`config.mk`:
```
export PLATFORM = sky130hd
export DESIGN_NAME = sfs_supervisor
export DESIGN_NICKNAME = d
export VERILOG_FILES = /design/src/inc/sfs_pkg.sv /design/src/verilog/sfs_supervisor.sv
export VERILOG_INCLUDE_DIRS = /design/src /design/src/inc
export SDC_FILE = /design/constraint.sdc
export NUM_CORES = 1
export LEC_CHECK = 0
export BUFFER_PORTS_ARGS = -buffer_cell sky130_fd_sc_hd__buf_2
export CAP_MARGIN = 10
export CORE_ASPECT_RATIO = 0.75
export CORE_MARGIN = 2
export CORE_UTILIZATION = 55
export CTS_BUF_LIST = sky130_fd_sc_hd__clkbuf_2
export CTS_CLUSTER_SIZE = 10
export DETAILED_ROUTE_END_ITERATION = 8
export PLACE_DENSITY_LB_ADDON = 0.12
export SLEW_MARGIN = 15
export SYNTH_ARGS = -nofsm -noshare
export SYNTH_HDL_FRONTEND = slang
export SYNTH_SLANG_ARGS = --single-unit
```
`constraint.sdc`:
```
create_clock -name CLK -period 4.8 [get_ports CLK]
set_input_delay 0.72 -clock CLK [delete_from_list [all_inputs] [get_ports CLK]]
set_output_delay 0.72 -clock CLK [all_outputs]
set_load 0.01 [all_outputs]
```
`src/inc/sfs_regs.svh`:
```
/*
 * register offsets, field positions, reset values and timing figures
 * of the supply fault supervisor. assumes a 50 MHz core clock.
 */
`ifndef SFS_REGS_SVH
`define SFS_REGS_SVH
`define SFS_CLK_MHZ 50
`define SFS_OV_DEB_NS 16000
`define SFS_UV_DEB_US 450
`define SFS_SUPPLY_ON_REQUEST_DEB_MS 80
`define SFS_ON_DELAY_MS 100
`define SFS_OFF_DELAY_MS 2
`define SFS_RESTART_MS 1000
`define SFS_CFG_WAIT_MS 20
`define SFS_OCP_TIME_MS 10
`define SFS_SS_STEP_US 100
`define SFS_SS_STEPS 7'h7F
`define SFS_ADR_CTRL 8'h00
`define SFS_ADR_OFFD 8'h04
`define SFS_ADR_OCPT 8'h08
`define SFS_ADR_PSOND 8'h0C
`define SFS_ADR_SSSTEP 8'h10
`define SFS_ADR_STATUS 8'h14
`define SFS_CTRL_AUTO 0
`define SFS_CTRL_SRC_LO 1
`define SFS_CTRL_BUS_AC 3
`define SFS_CTRL_DC_PU 4
`define SFS_CTRL_DC_INV 5
`define SFS_CTRL_AC_PU 6
`define SFS_CTRL_AC_INV 7
`define SFS_CTRL_CLR 9
`define SFS_CTRL_RST 10'h000
`endif

```
`src/inc/sfs_pkg.sv`:
```
/*
 * types of the supply fault supervisor.
 * assumes sfs_regs.svh for all numeric figures.
 */
package sfs_pkg;
  typedef enum logic [6:0]
  {
    ST_CFG = 7'h01,
    ST_OFF = 7'h02,
    ST_RAMP = 7'h04,
    ST_RUN = 7'h08,
    ST_DROP = 7'h10,
    ST_LATCH = 7'h20,
    ST_RETRY = 7'h40
  } sfs_state_t;
  typedef enum logic [1:0]
  {
    DR_SUPPLY_ON_REQUEST = 2'h0,
    DR_UV = 2'h1,
    DR_FAULT = 2'h2
  } sfs_drop_t;
  typedef enum logic [1:0]
  {
    AC_CHIP = 2'h0,
    AC_BUS = 2'h1,
    AC_LINK = 2'h2,
    AC_ALT = 2'h3
  } sfs_acsrc_t;
endpackage

```
`src/verilog/sfs_supervisor.sv`:
```
/*
 * supply fault supervisor: debounce, shutdown latch, sequencing of
 * power_enable, crowbar, ORing gate and good flags, soft-start steps.
 * assumes comparator inputs already digital, classic wishbone master,
 * testbench resolves the open-drain pins from the enables.
 */
// Operation
// reset clears every latch and starts from a defined state
// undervoltage drops power_enable after the delay, then latches or retries
// undervoltage drops output_good_flag at once
// overvoltage latches, drops power_enable, fires crowbar, drops good flag
// overvoltage always latches; cleared by supply_on cycle, reset or bus
// lasting overcurrent shuts down through the shared latch, timeout set by bus
// overtemperature shuts down through the shared latch, good flag first
// undervoltage blanked during power-up and while line is low
// constant current overload blanks undervoltage for the ride-through
// line status from chip input, bus write or shared link pin
// output_good_flag held false for the turn-on delay
// supply_on low, overcurrent, overtemperature: good flag first, enable later
// inputs debounced: 16 us over, 450 us under, 80 ms supply_on
// good flags configurable pull-up or pull-down and inverted
// line returning good starts a full power-up
// ORing gate driven only while transformer pulse is good
// alternate line low drops input_good_flag, output flag stays
// reference ramps from zero in 127 steps at start-up
// aux overvoltage acts as overvoltage, aux lockout as undervoltage
// auto-restart every second, after undervoltage only
// ground monitor fault latches off like overvoltage
// low external reference removes power_enable
// enable, crowbar and gate released until configuration ends
// every input passes two flip-flops before debounce
// all timing counts on the single core clock
`include "sfs_regs.svh"
module sfs_supervisor
  import sfs_pkg::*;
#(
  parameter int OV_DEB = (`SFS_OV_DEB_NS * `SFS_CLK_MHZ + 999) / 1000,
  parameter int UV_DEB = `SFS_UV_DEB_US * `SFS_CLK_MHZ,
  parameter int SUPPLY_ON_REQUEST_DEB = `SFS_SUPPLY_ON_REQUEST_DEB_MS * 1000 * `SFS_CLK_MHZ,
  parameter int ON_DELAY = `SFS_ON_DELAY_MS * 1000 * `SFS_CLK_MHZ,
  parameter int OFF_DELAY = `SFS_OFF_DELAY_MS * 1000 * `SFS_CLK_MHZ,
  parameter int RESTART = `SFS_RESTART_MS * 1000 * `SFS_CLK_MHZ,
  parameter int CFG_WAIT = `SFS_CFG_WAIT_MS * 1000 * `SFS_CLK_MHZ,
  parameter int OCP_TIME = `SFS_OCP_TIME_MS * 1000 * `SFS_CLK_MHZ,
  parameter int SS_STEP = `SFS_SS_STEP_US * `SFS_CLK_MHZ
)
(
  input wire logic CLK,
  input wire logic RST,
  input wire logic [7:0] ADR_I,
  input wire logic [31:0] DAT_I,
  output logic [31:0] DAT_O,
  input wire logic WE_I,
  input wire logic [3:0] SEL_I,
  input wire logic CYC_I,
  input wire logic STB_I,
  output logic ACK_O,
  input wire logic OV_IN,
  input wire logic UV_IN,
  input wire logic OC_IN,
  input wire logic OT_IN,
  input wire logic GND_FAULT_IN,
  input wire logic AUX_OV_IN,
  input wire logic AUX_LOCKOUT_IN,
  input wire logic REF_LOW_IN,
  input wire logic AC_SENSE_IN,
  input wire logic AC_SENSE_ALT_IN,
  input wire logic AC_LINK_IN,
  input wire logic PULSE_GOOD_IN,
  input wire logic CC_STATE_IN,
  input wire logic SUPPLY_ON_IN,
  output logic PEN_O,
  output logic PEN_OE,
  output logic CBD_O,
  output logic CBD_OE,
  output logic GATE_O,
  output logic GATE_OE,
  output logic DCOK_O,
  output logic DCOK_OE,
  output logic ACOK_O,
  output logic ACOK_OE,
  output logic [6:0] SS_REF
);
  localparam int NCH = 14;
  localparam int I_OV = 0;
  localparam int I_UV = 1;
  localparam int I_OC = 2;
  localparam int I_OT = 3;
  localparam int I_GND = 4;
  localparam int I_AOV = 5;
  localparam int I_ALO = 6;
  localparam int I_REF = 7;
  localparam int I_AC = 8;
  localparam int I_AC2 = 9;
  localparam int I_LNK = 10;
  localparam int I_PUL = 11;
  localparam int I_CC = 12;
  localparam int I_PS = 13;

  typedef struct packed {
    sfs_state_t st;
    sfs_drop_t drop;
    logic [NCH-1:0] s1;
    logic [NCH-1:0] s2;
    logic [NCH-1:0] deb;
    logic [NCH-1:0][22:0] dcnt;
    logic [25:0] tmr;
    logic [15:0] sscnt;
    logic [6:0] ss;
    logic [23:0] occnt;
    logic latch;
    logic ovp_hit;
    logic ac_prev;
    logic dcf;
    logic penf;
    logic [9:0] ctrl;
    logic [23:0] offd;
    logic [23:0] ocpt;
    logic [22:0] psond;
    logic [15:0] ssstep;
    logic ack;
    logic [31:0] rdat;
    logic pen_o, pen_oe, cbd_o, cbd_oe, gate_o, gate_oe;
    logic dc_o, dc_oe, ac_o, ac_oe;
  } sfs_reg_t;

  sfs_reg_t r;
  sfs_reg_t next_r;
  logic [NCH-1:0] raw;
  logic input_good_flag, blank, uv_fault, ovp_fault, oc_trip, clr, req;
  logic [31:0] wmask;
  logic [22:0] lim;
  logic [1:0] od;

  // open-drain good flag: returns {o, oe}
  function automatic logic [1:0] odrv(input logic flag, input logic inv, input logic pu);
    logic v;
    v = flag ^ inv;
    odrv = pu ? {1'b1, v} : {1'b0, ~v};
  endfunction

  assign raw = {SUPPLY_ON_IN, CC_STATE_IN, PULSE_GOOD_IN, AC_LINK_IN, AC_SENSE_ALT_IN,
                AC_SENSE_IN, REF_LOW_IN, AUX_LOCKOUT_IN, AUX_OV_IN, GND_FAULT_IN,
                OT_IN, OC_IN, UV_IN, OV_IN};

  always_comb
  begin
    next_r = r;
    lim = 23'h000000;
    od = 2'h0;
    next_r.s1 = raw;
    next_r.s2 = r.s1;
    for (int i = 0; i < NCH; i++)
    begin
      if (i == I_UV)
        lim = 23'(UV_DEB);
      else if (i == I_PS)
        lim = r.psond;
      else
        lim = 23'(OV_DEB);
      // count while the synchronised level disagrees with the filtered one
      if (r.s2[i] == r.deb[i])
        next_r.dcnt[i] = 23'h000000;
      else if (r.dcnt[i] + 23'h000001 >= lim)
      begin
        next_r.deb[i] = r.s2[i];
        next_r.dcnt[i] = 23'h000000;
      end
      else
        next_r.dcnt[i] = r.dcnt[i] + 23'h000001;
    end

    case (sfs_acsrc_t'(r.ctrl[`SFS_CTRL_SRC_LO +: 2]))
      AC_CHIP: input_good_flag = r.deb[I_AC];
      AC_BUS: input_good_flag = r.ctrl[`SFS_CTRL_BUS_AC];
      AC_LINK: input_good_flag = r.deb[I_LNK];
      AC_ALT: input_good_flag = r.deb[I_AC2];
      default: input_good_flag = r.deb[I_AC];
    endcase

    next_r.occnt = r.deb[I_OC] ? ((r.occnt == 24'hFFFFFF) ? r.occnt : r.occnt + 24'h000001) : 24'h000000;
    oc_trip = r.deb[I_OC] && (r.occnt >= r.ocpt);
    // ride-through keeps undervoltage quiet while current limit holds
    blank = (r.st != ST_RUN) || !input_good_flag || (r.deb[I_CC] && !oc_trip);
    uv_fault = (r.deb[I_UV] && !blank) || r.deb[I_ALO];
    ovp_fault = r.deb[I_OV] || r.deb[I_AOV] || r.deb[I_GND];

    // wishbone slave: one wait state, ack drops after one cycle
    req = CYC_I && STB_I && !r.ack;
    next_r.ack = req;
    wmask = {{8{SEL_I[3]}}, {8{SEL_I[2]}}, {8{SEL_I[1]}}, {8{SEL_I[0]}}};
    clr = 1'b0;
    if (r.ack && CYC_I && STB_I && WE_I) // write lands on the edge the master samples ack
    begin
      case (ADR_I)
        `SFS_ADR_CTRL:
        begin
          next_r.ctrl = 10'((32'(r.ctrl) & ~wmask) | (DAT_I & wmask));
          next_r.ctrl[`SFS_CTRL_CLR] = 1'b0;
          clr = DAT_I[`SFS_CTRL_CLR] && SEL_I[1];
        end
        `SFS_ADR_OFFD: next_r.offd = 24'((32'(r.offd) & ~wmask) | (DAT_I & wmask));
        `SFS_ADR_OCPT: next_r.ocpt = 24'((32'(r.ocpt) & ~wmask) | (DAT_I & wmask));
        `SFS_ADR_PSOND: next_r.psond = 23'((32'(r.psond) & ~wmask) | (DAT_I & wmask));
        `SFS_ADR_SSSTEP: next_r.ssstep = 16'((32'(r.ssstep) & ~wmask) | (DAT_I & wmask));
        default: ;
      endcase
    end
    next_r.rdat = 32'h00000000;
    if (req && !WE_I)
    begin
      case (ADR_I)
        `SFS_ADR_CTRL: next_r.rdat = 32'(r.ctrl);
        `SFS_ADR_OFFD: next_r.rdat = 32'(r.offd);
        `SFS_ADR_OCPT: next_r.rdat = 32'(r.ocpt);
        `SFS_ADR_PSOND: next_r.rdat = 32'(r.psond);
        `SFS_ADR_SSSTEP: next_r.rdat = 32'(r.ssstep);
        `SFS_ADR_STATUS: next_r.rdat = {13'h0000, blank, r.deb[I_PS], input_good_flag, r.ss, r.ovp_hit, r.latch, r.st};
        default: next_r.rdat = 32'h00000000;
      endcase
    end

    // supply_on falling edge also clears the latch
    if (clr || (r.deb[I_PS] && !next_r.deb[I_PS]))
    begin
      next_r.latch = 1'b0;
      next_r.ovp_hit = 1'b0;
    end
    next_r.ac_prev = input_good_flag;
    next_r.tmr = r.tmr + 26'h0000001;

    case (r.st)
      ST_CFG:
        if (r.tmr >= 26'(CFG_WAIT - 1))
        begin
          next_r.st = ST_OFF;
          next_r.tmr = 26'h0000000;
        end
      ST_OFF:
      begin
        next_r.tmr = 26'h0000000;
        if (r.deb[I_PS] && !r.latch && input_good_flag)
        begin
          next_r.st = ST_RAMP;
          next_r.ss = 7'h00;
          next_r.sscnt = 16'h0000;
        end
      end
      ST_RAMP:
      begin
        next_r.sscnt = r.sscnt + 16'h0001;
        if (r.sscnt + 16'h0001 >= r.ssstep)
        begin
          next_r.sscnt = 16'h0000;
          if (r.ss != `SFS_SS_STEPS)
            next_r.ss = r.ss + 7'h01;
        end
        if (!r.deb[I_PS] || oc_trip || r.deb[I_OT] || r.deb[I_ALO])
        begin
          next_r.st = ST_DROP;
          next_r.tmr = 26'h0000000;
          next_r.drop = r.deb[I_ALO] ? DR_UV : (r.deb[I_PS] ? DR_FAULT : DR_SUPPLY_ON_REQUEST);
        end
        else if (r.ss == `SFS_SS_STEPS && r.tmr >= 26'(ON_DELAY - 1))
          next_r.st = ST_RUN;
      end
      ST_RUN:
      begin
        if (uv_fault)
        begin
          next_r.st = ST_DROP;
          next_r.drop = DR_UV;
          next_r.tmr = 26'h0000000;
        end
        else if (oc_trip || r.deb[I_OT] || !r.deb[I_PS])
        begin
          next_r.st = ST_DROP;
          next_r.drop = r.deb[I_PS] ? DR_FAULT : DR_SUPPLY_ON_REQUEST;
          next_r.tmr = 26'h0000000;
        end
        else if (input_good_flag && !r.ac_prev)
        begin
          next_r.st = ST_RAMP;
          next_r.ss = 7'h00;
          next_r.sscnt = 16'h0000;
          next_r.tmr = 26'h0000000;
        end
      end
      ST_DROP:
        if (r.tmr >= {2'h0, r.offd})
        begin
          next_r.tmr = 26'h0000000;
          if (r.drop == DR_SUPPLY_ON_REQUEST)
            next_r.st = ST_OFF;
          else if (r.drop == DR_UV && r.ctrl[`SFS_CTRL_AUTO])
            next_r.st = ST_RETRY;
          else
          begin
            next_r.st = ST_LATCH;
            next_r.latch = 1'b1;
          end
        end
      ST_RETRY:
        if (r.tmr >= 26'(RESTART - 1))
        begin
          next_r.tmr = 26'h0000000;
          next_r.st = ST_OFF;
        end
      ST_LATCH:
      begin
        next_r.tmr = 26'h0000000;
        if (clr || (r.deb[I_PS] && !next_r.deb[I_PS]))
          next_r.st = ST_OFF;
      end
      default: next_r.st = ST_OFF;
    endcase

    // overvoltage class wins over every state except ST_CFG and sets after any clear
    if (ovp_fault && r.st != ST_CFG)
    begin
      next_r.st = ST_LATCH;
      next_r.latch = 1'b1;
      next_r.ovp_hit = 1'b1;
    end

    next_r.dcf = (next_r.st == ST_RUN);
    next_r.penf = (next_r.st == ST_RAMP || next_r.st == ST_RUN || next_r.st == ST_DROP)
                  && !r.deb[I_REF];
    // pen, crowbar, gate: n-channel pull-down, released when inactive
    next_r.pen_o = 1'b0;
    next_r.pen_oe = next_r.penf;
    next_r.cbd_o = 1'b0;
    next_r.cbd_oe = next_r.ovp_hit;
    next_r.gate_o = 1'b0;
    next_r.gate_oe = next_r.penf && next_r.st == ST_RUN && r.deb[I_PUL];
    od = odrv(next_r.dcf, r.ctrl[`SFS_CTRL_DC_INV], r.ctrl[`SFS_CTRL_DC_PU]);
    next_r.dc_o = od[1];
    next_r.dc_oe = od[0];
    od = odrv(input_good_flag, r.ctrl[`SFS_CTRL_AC_INV], r.ctrl[`SFS_CTRL_AC_PU]);
    next_r.ac_o = od[1];
    next_r.ac_oe = od[0];
    if (next_r.st == ST_CFG)
    begin
      next_r.ac_oe = 1'b0;
      next_r.dc_oe = 1'b0;
    end

    if (RST)
    begin
      next_r = '0;
      next_r.st = ST_CFG;
      next_r.drop = DR_SUPPLY_ON_REQUEST;
      next_r.ctrl = `SFS_CTRL_RST;
      next_r.offd = 24'(OFF_DELAY);
      next_r.ocpt = 24'(OCP_TIME);
      next_r.psond = 23'(SUPPLY_ON_REQUEST_DEB);
      next_r.ssstep = 16'(SS_STEP);
    end
  end

  always_ff @(posedge CLK)
  begin
    r <= next_r;
  end

  assign DAT_O = r.rdat;
  assign ACK_O = r.ack;
  assign PEN_O = r.pen_o;
  assign PEN_OE = r.pen_oe;
  assign CBD_O = r.cbd_o;
  assign CBD_OE = r.cbd_oe;
  assign GATE_O = r.gate_o;
  assign GATE_OE = r.gate_oe;
  assign DCOK_O = r.dc_o;
  assign DCOK_OE = r.dc_oe;
  assign ACOK_O = r.ac_o;
  assign ACOK_OE = r.ac_oe;
  assign SS_REF = r.ss;
endmodule

```
==> out/metrics.cfg <==
[global_route]
grt_antenna_before_repair=5
grt_pass1_wl_um=110000
number_of_global_route_vias_before_repair=22500
grt_max_degree=82
globalRoute.totalOverflow=0
global_route.usage.total=0.263

[finish]
post_route_cells_drive_above_1_share=0.103
finish.net_count=3657
regArea_um2=11500
mostFrequentLayoutCell=sky130_fd_sc_hd__dfxtp_1
area_taken_by_multi_input_logic_gates_um2=15200
layout.cells.most_common_list=sky130_fd_sc_hd__dfxtp_1, sky130_fd_sc_hd__nor2_1, sky130_fd_sc_hd__nand2_1
layout.filler_cells=4317
area_delta_synth_final_pct=10.9

[yosys]
synth.distinct_cells=81
ys.flop_type=sky130_fd_sc_hd__dfxtp_1
synth_cells=3165
async_flop_share=0
synth_seq_area_share=0.422
mappedNetlistArea_um2=27300
ys_warn_count=0
synth_edf_count=0
synth.avg_cell_area_um2=8.64
synth_seq_cells=576

[clock_network]
tritoncts_num_sinks=576
max_h_tree_level=4
cts_tree=done
cts-root-to-sink-buffers=3
worstSkewPairLatency_ps=1170
cts-buffers-inserted=142
post_cts_setup_bufs=0
cts.clk_slew.worst_paths_ps=100
cts-root-buf=sky130_fd_sc_hd__clkbuf_2

[pwr]
p_leak_nw=11.6
power.ir.vdd_worst_mv=0.201
powerDensity_nw_per_um2=284

[timing]
setup_viol_count_final=0
tightestPinTransition_ps=1150
period_minus_slack_ps=4430
final-hold-violation-count=0
totalNegativeSetupSlack_ps=0
setup_repair_after_global_routing_missed_its_margin=no
maxSlewHeadroom=0.231
timing.final.ws_setup_ps=365
fin_skew_ps=86.5
achievable-frequency_ghz=0.226
maxSlewViolCount=0
timing.final.crit_share=0.924

[place]
dp.final_hpwl_um=48700
portBuffers=92
place.gp.congestion=0.937
placement.setup.worst_slack_ps=459

[critical_path]
largest_fanout_on_the_critical_path=5
cp_slowest_stage_delay_ps=680
crit_slowest_cell=sky130_fd_sc_hd__o41ai_1
rr_worst_depth=15
timing.critical_path.required_ps=5860
r2r-end=DCOK_OE
critPathKind=register to register
setup.worst_path.end_class=register
rr_startpoint=r[519]
reg2reg_setup_slack_ps=370
critical_path.cell_chain=and3_1 -> and3_1 -> nand2_1 -> nor2_1 -> nand2_1 -> nor3_1 -> xor2_1 -> ha_1 -> nand4_1 -> or4_1 -> o41ai_1 -> o21ai_0 -> nand3_1 -> a311o_1 -> mux2i_1
startpoint_type=register
timing.critical_path.arrival_ps=5500

[routing]
via_count=23800
drt_pre_antenna_iters=5
post_drt_via_cell_ratio=5.62
routedWlPerCell_um=16.0
remaining_drc_errors=0
route.antenna.remaining_nets=0
detail_route.wirelength_um=67800
detail_route.iter0.violations=2108

[floorplan]
core_area_um2=49000
rows=70
fp.dieW_um=261
initial_core_util=0.558
floorplan_die_area_um2=51500
die_height_um=197
io-pin-count=113

[job]
maxCapViolations=0

[run_status]
run_status=completed

[min_path]
worst_hold_path_type=input pin to register
whs_path_depth=4
worstHoldStart=SEL_I[0]

==> cell families (layout without fill, tap and decap cells) <==
kind of cell,after synthesis,after routing,synth area share
multiplexers,99,99,0.0377
XOR/XNOR,234,234,0.0750
other,1,179,0.000137
AO/OA/AOI/OAI,541,541,0.129
flip-flops,576,576,0.422
AND/OR/NAND/NOR,1321,1321,0.243
adder cells (fa/ha/maj),105,105,0.0480
buffers and inverters,288,534,0.0458
==> worst max-delay path: cells and delay by family, from the launching register on <==
kind / cells / cell delay, ps
simple gates: 9 / 2040
compound gates: 3 / 1240
flops: 1 / 390
fa+ha+maj: 1 / 340
mux: 1 / 200
xor+xnor: 1 / 130
==> through the flow <==
stage / power, mW / utilization / area (um2) / hold slack (ps) / std cells
2_1_floorplan: 5.40 / - / 28000 / 413 / 3339
3_3_place_gp: 5.54 / 0.585 / 28600 / 422 / 3944
3_5_place_dp: 5.56 / 0.585 / 28600 / 431 / 3944
4_1_cts: 8.70 / 0.619 / 30300 / 15.4 / 4233
5_1_grt: 9.06 / 0.620 / 30300 / 26.6 / 4237
6_report: 8.61 / 0.620 / 30300 / 132 / 4237
==> Yosys cell counts, types with 9 or more instances <==
| library cell | n | area [um2] |
|---|---|---|
| sky130_fd_sc_hd__a2111oi_0 | 9 | 78.8 |
| sky130_fd_sc_hd__a211oi_1 | 20 | 150 |
| sky130_fd_sc_hd__a21o_1 | 14 | 105 |
| sky130_fd_sc_hd__a21oi_1 | 138 | 691 |
| sky130_fd_sc_hd__a22oi_1 | 28 | 210 |
| sky130_fd_sc_hd__a311oi_1 | 16 | 140 |
| sky130_fd_sc_hd__a31oi_1 | 23 | 144 |
| sky130_fd_sc_hd__and2_1 | 24 | 150 |
| sky130_fd_sc_hd__and3_1 | 60 | 375 |
| sky130_fd_sc_hd__and4_1 | 40 | 350 |
| sky130_fd_sc_hd__buf_4 | 42 | 315 |
| sky130_fd_sc_hd__clkbuf_1 | 93 | 349 |
| sky130_fd_sc_hd__dfxtp_1 | 576 | 11500 |
| sky130_fd_sc_hd__ha_1 | 105 | 1310 |
| sky130_fd_sc_hd__inv_1 | 139 | 522 |
| sky130_fd_sc_hd__mux2_2 | 11 | 124 |
| sky130_fd_sc_hd__mux2i_1 | 86 | 861 |
| sky130_fd_sc_hd__nand2_1 | 267 | 1000 |
| sky130_fd_sc_hd__nand2b_1 | 15 | 93.8 |
| sky130_fd_sc_hd__nand3_1 | 125 | 626 |
| sky130_fd_sc_hd__nand4_1 | 93 | 582 |
| sky130_fd_sc_hd__nor2_1 | 383 | 1440 |
| sky130_fd_sc_hd__nor2_2 | 10 | 62.6 |
| sky130_fd_sc_hd__nor2b_1 | 63 | 394 |
| sky130_fd_sc_hd__nor3_1 | 74 | 370 |
| sky130_fd_sc_hd__nor3b_1 | 9 | 67.6 |
| sky130_fd_sc_hd__nor4_1 | 42 | 263 |
| sky130_fd_sc_hd__o211ai_1 | 35 | 263 |
| sky130_fd_sc_hd__o21a_1 | 13 | 97.6 |
| sky130_fd_sc_hd__o21ai_0 | 109 | 546 |
| sky130_fd_sc_hd__o21bai_1 | 11 | 82.6 |
| sky130_fd_sc_hd__o22ai_1 | 26 | 163 |
| sky130_fd_sc_hd__o31ai_1 | 20 | 150 |
| sky130_fd_sc_hd__or2_2 | 15 | 93.8 |
| sky130_fd_sc_hd__or3_1 | 47 | 294 |
| sky130_fd_sc_hd__or4_1 | 17 | 128 |
| sky130_fd_sc_hd__xnor2_1 | 120 | 1050 |
| sky130_fd_sc_hd__xor2_1 | 114 | 998 |
==> worst max path at each step <==
stage,startpoint,to,depth (start not counted)
6_report,r[519],DCOK_OE,15
5_1_grt,r[176],SS_REF[3],15
4_1_cts,r[176],SS_REF[5],15
3_5_place_dp,r[176],SS_REF[5],15
3_3_place_gp,r[176],SS_REF[3],15
2_1_floorplan,r[176],SS_REF[5],16
==> what timing repair did <==
item | CTS | global route
hold buffers | 49 | 0
gates resized for setup | 0 | 1
setup endpoints to repair | 0 | 3
endpoints found under the hold margin | 136 | 0
==> area by class of cell <==
cell class / count / share of cell area
Antenna cell: 4 / 0.000330
Clock buffer: 197 / 0.0325
Clock inverter: 43 / 0.00631
Inverter: 139 / 0.0172
Multi-Input combinational cell: 2475 / 0.502
Sequential cell: 576 / 0.380
Tap cell: 648 / 0.0267
Timing Repair Buffer: 155 / 0.0350
==> layer usage <==
metal | track usage | vias to the layer above | routed length, um
met5 | 0 | - | 12
met4 | 0.0983 | 2 | 1810
met3 | 0.0788 | 132 | 6130
met2 | 0.390 | 857 | 28600
met1 | 0.359 | 11000 | 31200
li1 | - | 11800 | -
==> power by group <==
part	switching, mW	leakage [nW]	internal, mW	total [mW]
combinational	0.291	5.96	0.201	0.492
clock	1.96	0.919	1.15	3.11
sequential	0.113	4.71	4.89	5.00
No activity file was read; power rests on OpenSTA's default activity.
